### config.mk
export PLATFORM = sky130hd
export DESIGN_NAME = sbm_master
export DESIGN_NICKNAME = d
export VERILOG_FILES = /design/src/hdl/sbm_pkg.sv /design/src/hdl/sbm_fifo.sv /design/src/hdl/sbm_master.sv /design/src/hdl/sbm_sync.sv
export SDC_FILE = /design/constraint.sdc
export NUM_CORES = 1
export LEC_CHECK = 0
export BUFFER_PORTS_ARGS = -buffer_cell sky130_fd_sc_hd__buf_4
export CAP_MARGIN = 10
export CORE_ASPECT_RATIO = 0.7
export CORE_MARGIN = 2
export CORE_UTILIZATION = 45
export CTS_BUF_LIST = sky130_fd_sc_hd__clkbuf_16
export CTS_CLUSTER_DIAMETER = 50
export DETAILED_ROUTE_END_ITERATION = 8
export PLACE_DENSITY = 0.66
export SKIP_CTS_REPAIR_TIMING = 1
export SLEW_MARGIN = 40
export SYNTH_ARGS = -nofsm -noshare
export SYNTH_HDL_FRONTEND = slang
export SYNTH_SLANG_ARGS = --single-unit
### constraint.sdc
create_clock -name mclk -period 6.3 [get_ports mclk]
set_input_delay 0.315 -clock mclk [delete_from_list [all_inputs] [get_ports mclk]]
set_output_delay 0.315 -clock mclk [all_outputs]
set_load 0.1 [all_outputs]
### src/hdl/sbm_pkg.sv
// Shared constants for the system bus master signalling block.
// Assumes one 10 MHz clock mclk and an AHB-Lite register master.
package sbm_pkg;
  // ==========================================================
  // Register map
  localparam logic [7:0] SBM_CTRL_ADDR   = 8'h00;
  localparam logic [7:0] SBM_STATUS_ADDR = 8'h04;
  localparam logic [7:0] SBM_CMD_LO_ADDR = 8'h08;
  localparam logic [7:0] SBM_CMD_HI_ADDR = 8'h0C;
  localparam logic [7:0] SBM_DAT_LO_ADDR = 8'h10;
  localparam logic [7:0] SBM_DAT_HI_ADDR = 8'h14;
  localparam logic [7:0] SBM_ACK_ADDR    = 8'h18;
  localparam logic [7:0] SBM_PUSH_ADDR   = 8'h1C;
  // CTRL fields.
  localparam int SBM_CTRL_TRAPEN = 0;
  localparam int SBM_CTRL_EXC    = 1;
  localparam int SBM_CTRL_BRK    = 2;
  localparam int SBM_CTRL_DATCNT = 4;
  localparam int SBM_CNT_W       = 4;
  // Bus sizes.
  localparam int SBM_WORD_W = 64;
  localparam int SBM_FIFO_D = 8;
  // AHB codes.
  localparam logic [1:0] SBM_HTRANS_NONSEQ = 2'h2;
  localparam logic [1:0] SBM_HTRANS_SEQ    = 2'h3;
  // Acknowledge codes, error/ready/retry levels.
  localparam logic [2:0] SBM_ACK_IDLE   = 3'h7;
  localparam logic [2:0] SBM_ACK_RELRTY = 3'h6;
  localparam logic [2:0] SBM_ACK_VALID  = 3'h5;
  localparam logic [2:0] SBM_ACK_RSVD   = 3'h4;
  localparam logic [2:0] SBM_ACK_BUSERR = 3'h3;
  localparam logic [2:0] SBM_ACK_TMOUT  = 3'h2;
  localparam logic [2:0] SBM_ACK_UNCORR = 3'h1;
  localparam logic [2:0] SBM_ACK_RETRY  = 3'h0;
  // Watchdog reset length.
  localparam int  SBM_WDOG_NS     = 1000;
  localparam int  SBM_CLK_NS      = 100;
  localparam int  SBM_WDOG_CYC    = (SBM_WDOG_NS + SBM_CLK_NS - 1) / SBM_CLK_NS;
  localparam int  SBM_WDOG_W      = 4;
  typedef enum logic [2:0] {
    SBM_IDLE = 3'b000,
    SBM_REQ  = 3'b001,
    SBM_CMD  = 3'b010,
    SBM_DATA = 3'b011,
    SBM_ACK  = 3'b100
  } sbm_state_t;
endpackage

### src/hdl/sbm_fifo.sv
// Word FIFO between the register bus and the command/data lines.
// Assumes both sides on mclk; storage is a flip-flop array.
`timescale 1ns/1ps
module sbm_fifo #(
  parameter int WIDTH = 64,
  parameter int DEPTH = 8
) (
  // Clock and reset
  input  wire logic             mclk,
  input  wire logic             rst,
  // Fill side
  input  wire logic             inValid,
  output logic                  inReady,
  input  wire logic [WIDTH-1:0] inData,
  // Drain side
  output logic                  outValid,
  input  wire logic             outReady,
  output logic      [WIDTH-1:0] outData,
  output logic      [$clog2(DEPTH):0] level
);
  localparam int AW = $clog2(DEPTH);
  logic [WIDTH-1:0] mem_r [DEPTH];
  logic [AW-1:0]    wrPtr_r, wrPtr_nxt, rdPtr_r, rdPtr_nxt;
  logic [AW:0]      cnt_r, cnt_nxt;
  logic             doWr, doRd;

  assign inReady  = (cnt_r != (AW+1)'(DEPTH));
  assign outValid = (cnt_r != '0);
  assign outData  = mem_r[rdPtr_r];
  assign level    = cnt_r;
  assign doWr     = inValid && inReady;
  assign doRd     = outValid && outReady;

  // ==========================================================
  // Pointers
  always_comb
  begin
    wrPtr_nxt = doWr ? wrPtr_r + AW'(1) : wrPtr_r;
    rdPtr_nxt = doRd ? rdPtr_r + AW'(1) : rdPtr_r;
    cnt_nxt   = cnt_r + (AW+1)'(doWr) - (AW+1)'(doRd);
  end

  always_ff @(posedge mclk)
  begin
    if (rst)
    begin
      wrPtr_r <= '0;
      rdPtr_r <= '0;
      cnt_r   <= '0;
    end
    else
    begin
      wrPtr_r <= wrPtr_nxt;
      rdPtr_r <= rdPtr_nxt;
      cnt_r   <= cnt_nxt;
    end
  end

  always_ff @(posedge mclk)
  begin
    if (doWr)
      mem_r[wrPtr_r] <= inData;
  end
endmodule

### src/hdl/sbm_master.sv
// System bus master signalling: request/grant, busy, command strobe,
// error mode with watchdog reset, breakpoint strobe, mode select.
// Assumes an AHB-Lite master on mclk and an external arbiter on pins.
//
// The implementer's own choices: the register addresses and the AHB-Lite slave port.
`timescale 1ns/1ps
module sbm_master
  import sbm_pkg::*;
(
  // Clock and reset
  input  wire logic        mclk,
  input  wire logic        rst,
  // AHB-Lite slave
  input  wire logic        hsel,
  input  wire logic [31:0] haddr,
  input  wire logic [1:0]  htrans,
  input  wire logic        hwrite,
  input  wire logic [2:0]  hsize,
  input  wire logic [31:0] hwdata,
  input  wire logic        hready,
  output logic             hreadyout,
  output logic             hresp,
  output logic      [31:0] hrdata,
  // Mode and debug
  input  wire logic        interface_mode_select,
  output logic             copyBackEn,
  output logic             storeBufMerge,
  output logic             breakpoint_strobe,
  output logic             error_mode_out,
  output logic             errorModeOe_n,
  output logic             watchdogReset,
  // Arbitration and busy
  output logic             bus_request_n,
  input  wire logic        bus_grant_n,
  input  wire logic        bus_busy_n_in,
  output logic             bus_busy_n_out,
  output logic             busBusyOe_n,
  // Command strobe and lines
  input  wire logic        command_strobe_n_in,
  output logic             command_strobe_n_out,
  output logic             commandStrobeOe_n,
  input  wire logic [63:0] cmd_data_lines_in,
  output logic      [63:0] cmd_data_lines_out,
  output logic             cmdDataOe_n,
  // Acknowledge and inhibit
  input  wire logic        ack_error_n,
  input  wire logic        ack_ready_n,
  input  wire logic        ack_retry_n,
  input  wire logic        memory_inhibit_n
);
  import sbm_pkg::*;

  // ==========================================================
  // Pin synchronisers
  logic [5:0] pinRaw, pinSync;
  logic       grantN, busyN, ackEN, ackRN, ackTN, inhN;
  assign pinRaw = {bus_grant_n, bus_busy_n_in, ack_error_n,
                   ack_ready_n, ack_retry_n, memory_inhibit_n};
  sbm_sync #(.WIDTH(6), .INIT(6'h3F)) uSync (
    .mclk    (mclk),
    .rst     (rst),
    .pinIn   (pinRaw),
    .syncOut (pinSync)
  );
  assign {grantN, busyN, ackEN, ackRN, ackTN, inhN} = pinSync;
  logic [2:0] ackCode;
  assign ackCode = {ackEN, ackRN, ackTN};

  // Mode is caught once after reset release; it must not move later.
  logic modeHi_r, modeHi_nxt, modeCaught_r, modeCaught_nxt;

  // ==========================================================
  // Register bus
  logic        trapEn_r, trapEn_nxt, brk_r, brk_nxt;
  logic [SBM_CNT_W-1:0] datCnt_r, datCnt_nxt;
  logic [63:0] cmdWord_r, cmdWord_nxt, datStage_r, datStage_nxt;
  logic [2:0]  lastAck_r, lastAck_nxt;
  logic        start_r, start_nxt, excPulse;
  logic        aValid_r, aValid_nxt, aWrite_r, aWrite_nxt;
  logic [7:0]  aAddr_r, aAddr_nxt;
  logic [31:0] rdata_r, rdata_nxt;
  logic        fifoInValid, fifoInReady, fifoOutValid, fifoOutReady;
  logic [63:0] fifoOut;
  logic [$clog2(SBM_FIFO_D):0] fifoLevel;
  logic        errMode_r, errMode_nxt, inhSeen_r, inhSeen_nxt;
  logic [SBM_WDOG_W-1:0] wdog_r, wdog_nxt;
  sbm_state_t  st_r, st_nxt;

  function automatic logic isReg(input logic [7:0] a, input logic [7:0] r);
    isReg = (a == r);
  endfunction

  assign hreadyout = 1'b1;
  assign hresp     = 1'b0;
  assign hrdata    = rdata_r;
  assign excPulse  = aValid_r && aWrite_r && isReg(aAddr_r, SBM_CTRL_ADDR)
                     && hwdata[SBM_CTRL_EXC];
  assign fifoInValid = aValid_r && aWrite_r && isReg(aAddr_r, SBM_PUSH_ADDR);

  always_comb
  begin
    aValid_nxt = hsel && hready && htrans[1];
    aWrite_nxt = hwrite;
    aAddr_nxt  = haddr[7:0];
    trapEn_nxt = trapEn_r;
    brk_nxt    = brk_r;
    datCnt_nxt = datCnt_r;
    cmdWord_nxt = cmdWord_r;
    datStage_nxt = datStage_r;
    start_nxt  = start_r;
    rdata_nxt  = '0;
    if (st_r == SBM_REQ && !grantN && busyN)
      start_nxt = 1'b0;
    if (aValid_r && aWrite_r)
    begin
      unique case (aAddr_r)
        SBM_CTRL_ADDR:
        begin
          trapEn_nxt = hwdata[SBM_CTRL_TRAPEN];
          brk_nxt    = hwdata[SBM_CTRL_BRK];
          datCnt_nxt = hwdata[SBM_CTRL_DATCNT +: SBM_CNT_W];
        end
        SBM_CMD_LO_ADDR: cmdWord_nxt[31:0]  = hwdata;
        SBM_CMD_HI_ADDR: cmdWord_nxt[63:32] = hwdata;
        SBM_DAT_LO_ADDR: datStage_nxt[31:0] = hwdata;
        SBM_DAT_HI_ADDR: datStage_nxt[63:32] = hwdata;
        SBM_STATUS_ADDR: start_nxt = !errMode_r && modeHi_r;
        default: ;
      endcase
    end
    // A read address phase may overlap a write data phase.
    if (aValid_nxt && !hwrite)
    begin
      unique case (haddr[7:0])
        SBM_CTRL_ADDR: rdata_nxt = 32'({datCnt_r, 1'b0, brk_r, 1'b0,
                                        trapEn_r} << 0);
        SBM_STATUS_ADDR: rdata_nxt = 32'({fifoLevel, inhSeen_r,
                                          errMode_r, modeHi_r, start_r,
                                          st_r});
        SBM_CMD_LO_ADDR: rdata_nxt = cmdWord_r[31:0];
        SBM_CMD_HI_ADDR: rdata_nxt = cmdWord_r[63:32];
        SBM_ACK_ADDR:    rdata_nxt = 32'(lastAck_r);
        default:         rdata_nxt = '0;
      endcase
    end
  end

  sbm_fifo #(.WIDTH(SBM_WORD_W), .DEPTH(SBM_FIFO_D)) uFifo (
    .mclk     (mclk),
    .rst      (rst),
    .inValid  (fifoInValid),
    .inReady  (fifoInReady),
    .inData   (datStage_r),
    .outValid (fifoOutValid),
    .outReady (fifoOutReady),
    .outData  (fifoOut),
    .level    (fifoLevel)
  );

  // ==========================================================
  // Bus transaction sequencer
  logic [SBM_CNT_W-1:0] left_r, left_nxt;
  assign fifoOutReady = (st_r == SBM_DATA) && (ackCode == SBM_ACK_VALID);

  always_comb
  begin
    st_nxt      = st_r;
    left_nxt    = left_r;
    lastAck_nxt = lastAck_r;
    inhSeen_nxt = inhSeen_r || !inhN;
    unique case (st_r)
      SBM_IDLE:
        if (start_r && modeHi_r && !errMode_r)
          st_nxt = SBM_REQ;
      SBM_REQ:
        if (!grantN && busyN)
          st_nxt = SBM_CMD;
      SBM_CMD:
      begin
        st_nxt   = (datCnt_r == '0) ? SBM_ACK : SBM_DATA;
        left_nxt = datCnt_r;
      end
      SBM_DATA:
        if (ackCode != SBM_ACK_IDLE)
        begin
          lastAck_nxt = ackCode;
          if (ackCode != SBM_ACK_VALID || !fifoOutValid)
            st_nxt = SBM_IDLE;
          else if (left_r == SBM_CNT_W'(1))
            st_nxt = SBM_IDLE;
          else
            left_nxt = left_r - SBM_CNT_W'(1);
        end
      SBM_ACK:
        if (ackCode != SBM_ACK_IDLE)
        begin
          lastAck_nxt = ackCode;
          st_nxt      = SBM_IDLE;
        end
      default: st_nxt = SBM_IDLE;
    endcase
    if (errMode_r)
      st_nxt = SBM_IDLE;
  end

  // ==========================================================
  // Error mode, watchdog and mode latch
  always_comb
  begin
    errMode_nxt = errMode_r;
    wdog_nxt    = wdog_r;
    if (excPulse && !trapEn_r)
    begin
      errMode_nxt = 1'b1;
      wdog_nxt    = SBM_WDOG_W'(SBM_WDOG_CYC);
    end
    else if (errMode_r)
    begin
      wdog_nxt = wdog_r - SBM_WDOG_W'(1);
      if (wdog_r == SBM_WDOG_W'(1))
        errMode_nxt = 1'b0;
    end
    modeCaught_nxt = 1'b1;
    modeHi_nxt     = modeCaught_r ? modeHi_r : interface_mode_select;
  end

  always_ff @(posedge mclk)
  begin
    if (rst || watchdogReset)
    begin
      trapEn_r <= 1'b0;
      brk_r    <= 1'b0;
      datCnt_r <= '0;
      start_r  <= 1'b0;
      st_r     <= SBM_IDLE;
      left_r   <= '0;
      lastAck_r <= SBM_ACK_IDLE;
      inhSeen_r <= 1'b0;
    end
    else
    begin
      trapEn_r <= trapEn_nxt;
      brk_r    <= brk_nxt;
      datCnt_r <= datCnt_nxt;
      start_r  <= start_nxt;
      st_r     <= st_nxt;
      left_r   <= left_nxt;
      lastAck_r <= lastAck_nxt;
      inhSeen_r <= inhSeen_nxt;
    end
  end

  always_ff @(posedge mclk)
  begin
    if (rst)
    begin
      aValid_r     <= 1'b0;
      aWrite_r     <= 1'b0;
      aAddr_r      <= '0;
      rdata_r      <= '0;
      cmdWord_r    <= '0;
      datStage_r   <= '0;
      errMode_r    <= 1'b0;
      wdog_r       <= '0;
      modeHi_r     <= 1'b0;
      modeCaught_r <= 1'b0;
    end
    else
    begin
      aValid_r     <= aValid_nxt;
      aWrite_r     <= aWrite_nxt;
      aAddr_r      <= aAddr_nxt;
      rdata_r      <= rdata_nxt;
      cmdWord_r    <= cmdWord_nxt;
      datStage_r   <= datStage_nxt;
      errMode_r    <= errMode_nxt;
      wdog_r       <= wdog_nxt;
      modeHi_r     <= modeHi_nxt;
      modeCaught_r <= modeCaught_nxt;
    end
  end

  // ==========================================================
  // Pin drive
  assign watchdogReset        = errMode_r && (wdog_r == SBM_WDOG_W'(1));
  assign error_mode_out       = 1'b0;
  assign errorModeOe_n        = !errMode_r;
  assign copyBackEn           = modeHi_r;
  assign storeBufMerge        = modeHi_r;
  assign breakpoint_strobe    = brk_r;
  assign bus_request_n        = !(st_r == SBM_REQ);
  assign command_strobe_n_out = !(st_r == SBM_CMD);
  assign commandStrobeOe_n    = (st_r == SBM_IDLE) || (st_r == SBM_REQ);
  assign bus_busy_n_out       = 1'b0;
  assign busBusyOe_n          = commandStrobeOe_n;
  assign cmdDataOe_n          = !(st_r == SBM_CMD || st_r == SBM_DATA);
  assign cmd_data_lines_out   = (st_r == SBM_CMD) ? cmdWord_r : fifoOut;
endmodule

### src/hdl/sbm_sync.sv
// Three-flop synchroniser bank for pin inputs.
// A change counts once the second and third stage agree.
`timescale 1ns/1ps
module sbm_sync #(
  parameter int WIDTH = 1,
  parameter logic [WIDTH-1:0] INIT = '1
) (
  // Clock and reset
  input  wire logic             mclk,
  input  wire logic             rst,
  // Pins and filtered result
  input  wire logic [WIDTH-1:0] pinIn,
  output logic      [WIDTH-1:0] syncOut
);
  logic [WIDTH-1:0] s1_r, s2_r, s3_r, out_r, out_nxt;
  genvar g;

  // ==========================================================
  // Per-bit agreement filter
  generate
    for (g = 0; g < WIDTH; g++)
    begin : gBit
      always_comb
      begin
        out_nxt[g] = (s2_r[g] == s3_r[g]) ? s3_r[g] : out_r[g];
      end
    end
  endgenerate

  always_ff @(posedge mclk)
  begin
    if (rst)
    begin
      s1_r  <= INIT;
      s2_r  <= INIT;
      s3_r  <= INIT;
      out_r <= INIT;
    end
    else
    begin
      s1_r  <= pinIn;
      s2_r  <= s1_r;
      s3_r  <= s2_r;
      out_r <= out_nxt;
    end
  end
  assign syncOut = out_r;
endmodule

==> flow_summary.json <==
{
  "status": "finished, final reports clean",
  "fmax_mhz": 262.3,
  "slew_headroom": 0.4403,
  "min_period_ps": 3812,
  "powerDensity_mw_per_mm2": 285.6,
  "seq_area_mm2": 0.02003,
  "hold_viol": 0,
  "drv_slew": 0,
  "dp_hpwl_mm": 42.50,
  "combPwrFrac": 0.015,
  "cts_buffer_depth": 3,
  "yosysWarnings": 0,
  "syn_area_mm2": 0.02838,
  "drive_above_1_share": 0.2196,
  "ir_worst_vdd_mv": 0.2274,
  "clock-skew-final_ps": 22.60,
  "report.final.setup_viol": 0,
  "fp-row-count": 76,
  "grt_pass1_wl_mm": 103.0,
  "crit_type": "register to primary output",
  "fillCellCount": 4854,
  "htree_levels": 3,
  "p_sw_mw": 1.909,
  "cts_buffers": 73,
  "ys_seq_area_frac": 0.7055,
  "p_leak_nw": 10.66,
  "p_total_mw": 9.451,
  "switching_share": 0.2020,
  "setup_tns_ps": 0,
  "fin_crit_sh": 0.6051,
  "hold_class": "primary input to register",
  "synth-seq-cells": 744,
  "synth-async-reset-ratio": 0,
  "grt-ovfl-total": 0,
  "worst-path-max-fanout": 80,
  "synth_cell_types": 60,
  "drt_iter0_drc": 1747,
  "post-route-drc-count": 0,
  "die_w_um": 304.1,
  "p_seq_frac": 0.547,
  "tightest_slew_ps": 839.5,
  "final_nets": 2239,
  "viasPerCell": 5.711,
  "syn_inst": 1902,
  "dr.pass1.iters": 6,
  "num_vias": 16899,
  "internal_power_mw": 7.543,
  "io_pins": 256,
  "grt_start_max_net_pins": 85,
  "track_usage": 0.2118,
  "routed_wl_mm": 70.19,
  "wl_per_cell_um": 23.72,
  "cts.reportedPaths.clkPinSlew_ps": 60,
  "ys.flop_type": "edfxtp_1",
  "start_util": 0.4584,
  "area_growth_pct": 16.60,
  "synth.avg_cell_area_um2": 14.92,
  "cp_data_arrival_time_ps": 3500,
  "fp.dieArea_mm2": 0.06512,
  "die_h_um": 214.1,
  "multi_input_area_mm2": 0.007845,
  "grt_pass1_vias": 16299,
  "start_kind": "register",
  "antenna_left": 0,
  "antenna_found_initial": 1,
  "gp_congestion": 0.8842,
  "port_buffers": 158,
  "clk_latency_ps": 610,
  "critPathCaptureType": "primary output",
  "clock_sinks": 744,
  "cts_tree": "done",
  "synth-edff-count": 512,
  "clockPowerShare": 0.438,
  "crit_required_ps": 5980,
  "drv_cap": 0,
  "antenna_cells": 0,
  "root_buffer": "clkbuf_16",
  "rsz0062_at_grt": "false",
  "coreArea_mm2": 0.06190
}
## power groups by stage
stage	Clock [mW]	Sequential (mW)	Combinational, mW
after global routing	4.38	5.17	0.148
final	4.14	5.17	0.143
after CTS	4.19	5.17	0.124
after global placement	0	5.27	0.122
after floorplan	0	5.28	0.0556
after detailed placement	0	5.28	0.123
## sequential cells by signal (all words and copies together), names as in the netlist, 3 cells and up, named ones only
signal,flops
uSync.s2_r,6
wdog_r,4
hrdata,32
lastAck_r,3
cmdWord_r,64
uSync.s1_r,6
uFifo.level,4
uSync.syncOut,6
uFifo.wrPtr_r,3
uFifo.rdPtr_r,3
aAddr_r,8
datCnt_r,4
uSync.s3_r,6
uFifo.mem_r,512
st_r,3
left_r,4
datStage_r,64
## per-layer routing
metal,vias to the layer above,share of wire,global-route usage
met5,-,0,0
met4,0,0.026,0.06235
met3,124,0.091,0.05258
met2,745,0.45,0.3169
met1,8606,0.43,0.3076
li1,7424,-,-
## cells in the mapped netlist, drive strengths merged (3+ instances only)
cell type / n / area [um2]
xnor2: 5 / 43.79
mux4: 133 / 2995
mux2i: 75 / 750.7
and3b: 3 / 26.28
nor4: 5 / 46.29
or2: 18 / 112.6
ha: 12 / 150.1
a21oi: 158 / 790.8
nor2b: 16 / 100.1
inv: 17 / 63.81
o21ai: 80 / 400.4
clkbuf: 73 / 277.8
and3: 6 / 38.79
xor2: 3 / 26.28
nand2: 352 / 1321
a22oi: 22 / 175.2
nand4b: 3 / 26.28
nor3: 8 / 51.30
edfxtp: 512 / 15370
nand3: 12 / 60.06
buf: 47 / 265.3
nor3b: 6 / 56.31
nand2b: 5 / 31.28
dfxtp: 232 / 4644
nor2: 68 / 257.8
## cells in the final DEF, fill, tap and decap left out, drive strengths merged, types with 4 or more instances in the layout
cell | Yosys | routed
a21oi | 158 | 158
a22oi | 22 | 22
and3 | 6 | 6
buf | 47 | 192
clkbuf | 73 | 77
clkinv | 0 | 25
clkinvlp | 0 | 5
conb | 2 | 4
dfxtp | 232 | 232
dlygate4sd3 | 0 | 29
edfxtp | 512 | 512
ha | 12 | 12
inv | 17 | 42
mux2i | 75 | 75
mux4 | 133 | 133
nand2 | 352 | 352
nand2b | 5 | 5
nand3 | 12 | 12
nor2 | 68 | 68
nor2b | 16 | 16
nor3 | 8 | 8
nor3b | 6 | 6
nor4 | 5 | 5
o21ai | 80 | 80
or2 | 18 | 18
xnor2 | 5 | 5
## cells by family (layout without fill, tap and decap cells)
| kind of cell | count (synthesis) | in the layout | synth area share |
|---|---|---|---|
| AOI/OAI and AO/OA | 275 | 275 | 0.05335 |
| xor gates and xnor gates | 8 | 8 | 0.002469 |
| adders and majority gates | 13 | 13 | 0.005996 |
| buffers and inverters | 137 | 373 | 0.02138 |
| DFF | 744 | 744 | 0.7055 |
| muxes | 210 | 210 | 0.1328 |
| other | 2 | 4 | 0.0002646 |
| and+or+nand+nor | 513 | 513 | 0.07826 |
## path summary, 6_finish.rpt
kind,from,slack (ps),cells after the start,endpoint
worst max-delay path,st_r[1]$_SDFFE_PP0P_,2490,6,cmd_data_lines_out[52]
worst min-delay path,hwdata[22],10,3,cmdWord_r[22]$_SDFFE_PP0P_
worst max register to register,aAddr_r[1]$_SDFF_PP0_,2890,6,uFifo.mem_r[2][1]$_DFFE_PP_
worst min register to register,uSync.s1_r[2]$_SDFF_PP1_,410,1,uSync.s2_r[2]$_SDFF_PP1_
## through the flow
stage,std cells,cell area [um2],hold slack (ps),setup slack [ps],utilization
detailed placement,2794,30510,393.3,2925,0.4928
floorplan,1904,28400,389.5,131.6,-
global route,2959,33090,0.4837,2281,0.5345
CTS,2929,32770,-142.3,2524,0.5293
global placement,2789,30380,398.6,2829,0.4907
finish,2959,33090,13.04,2488,0.5345
## worst max-delay path, stage by stage (launching register included)
cell and delay, ps:
dfxtp_1 450, nand2b_1 160, nor2_4 90, buf_4 490, buf_4 770, o21ai_0 490, buf_4 370
## layout make-up
cell class | instances | share of cell area
inverter | 17 | 0.001929
timing repair buffer | 221 | 0.05623
sequential | 744 | 0.6054
tap | 819 | 0.03097
clock inverter | 58 | 0.01017
clock buffer | 77 | 0.05823
multi-input combinational | 1023 | 0.2371
No activity file was read; power rests on OpenSTA's default activity.
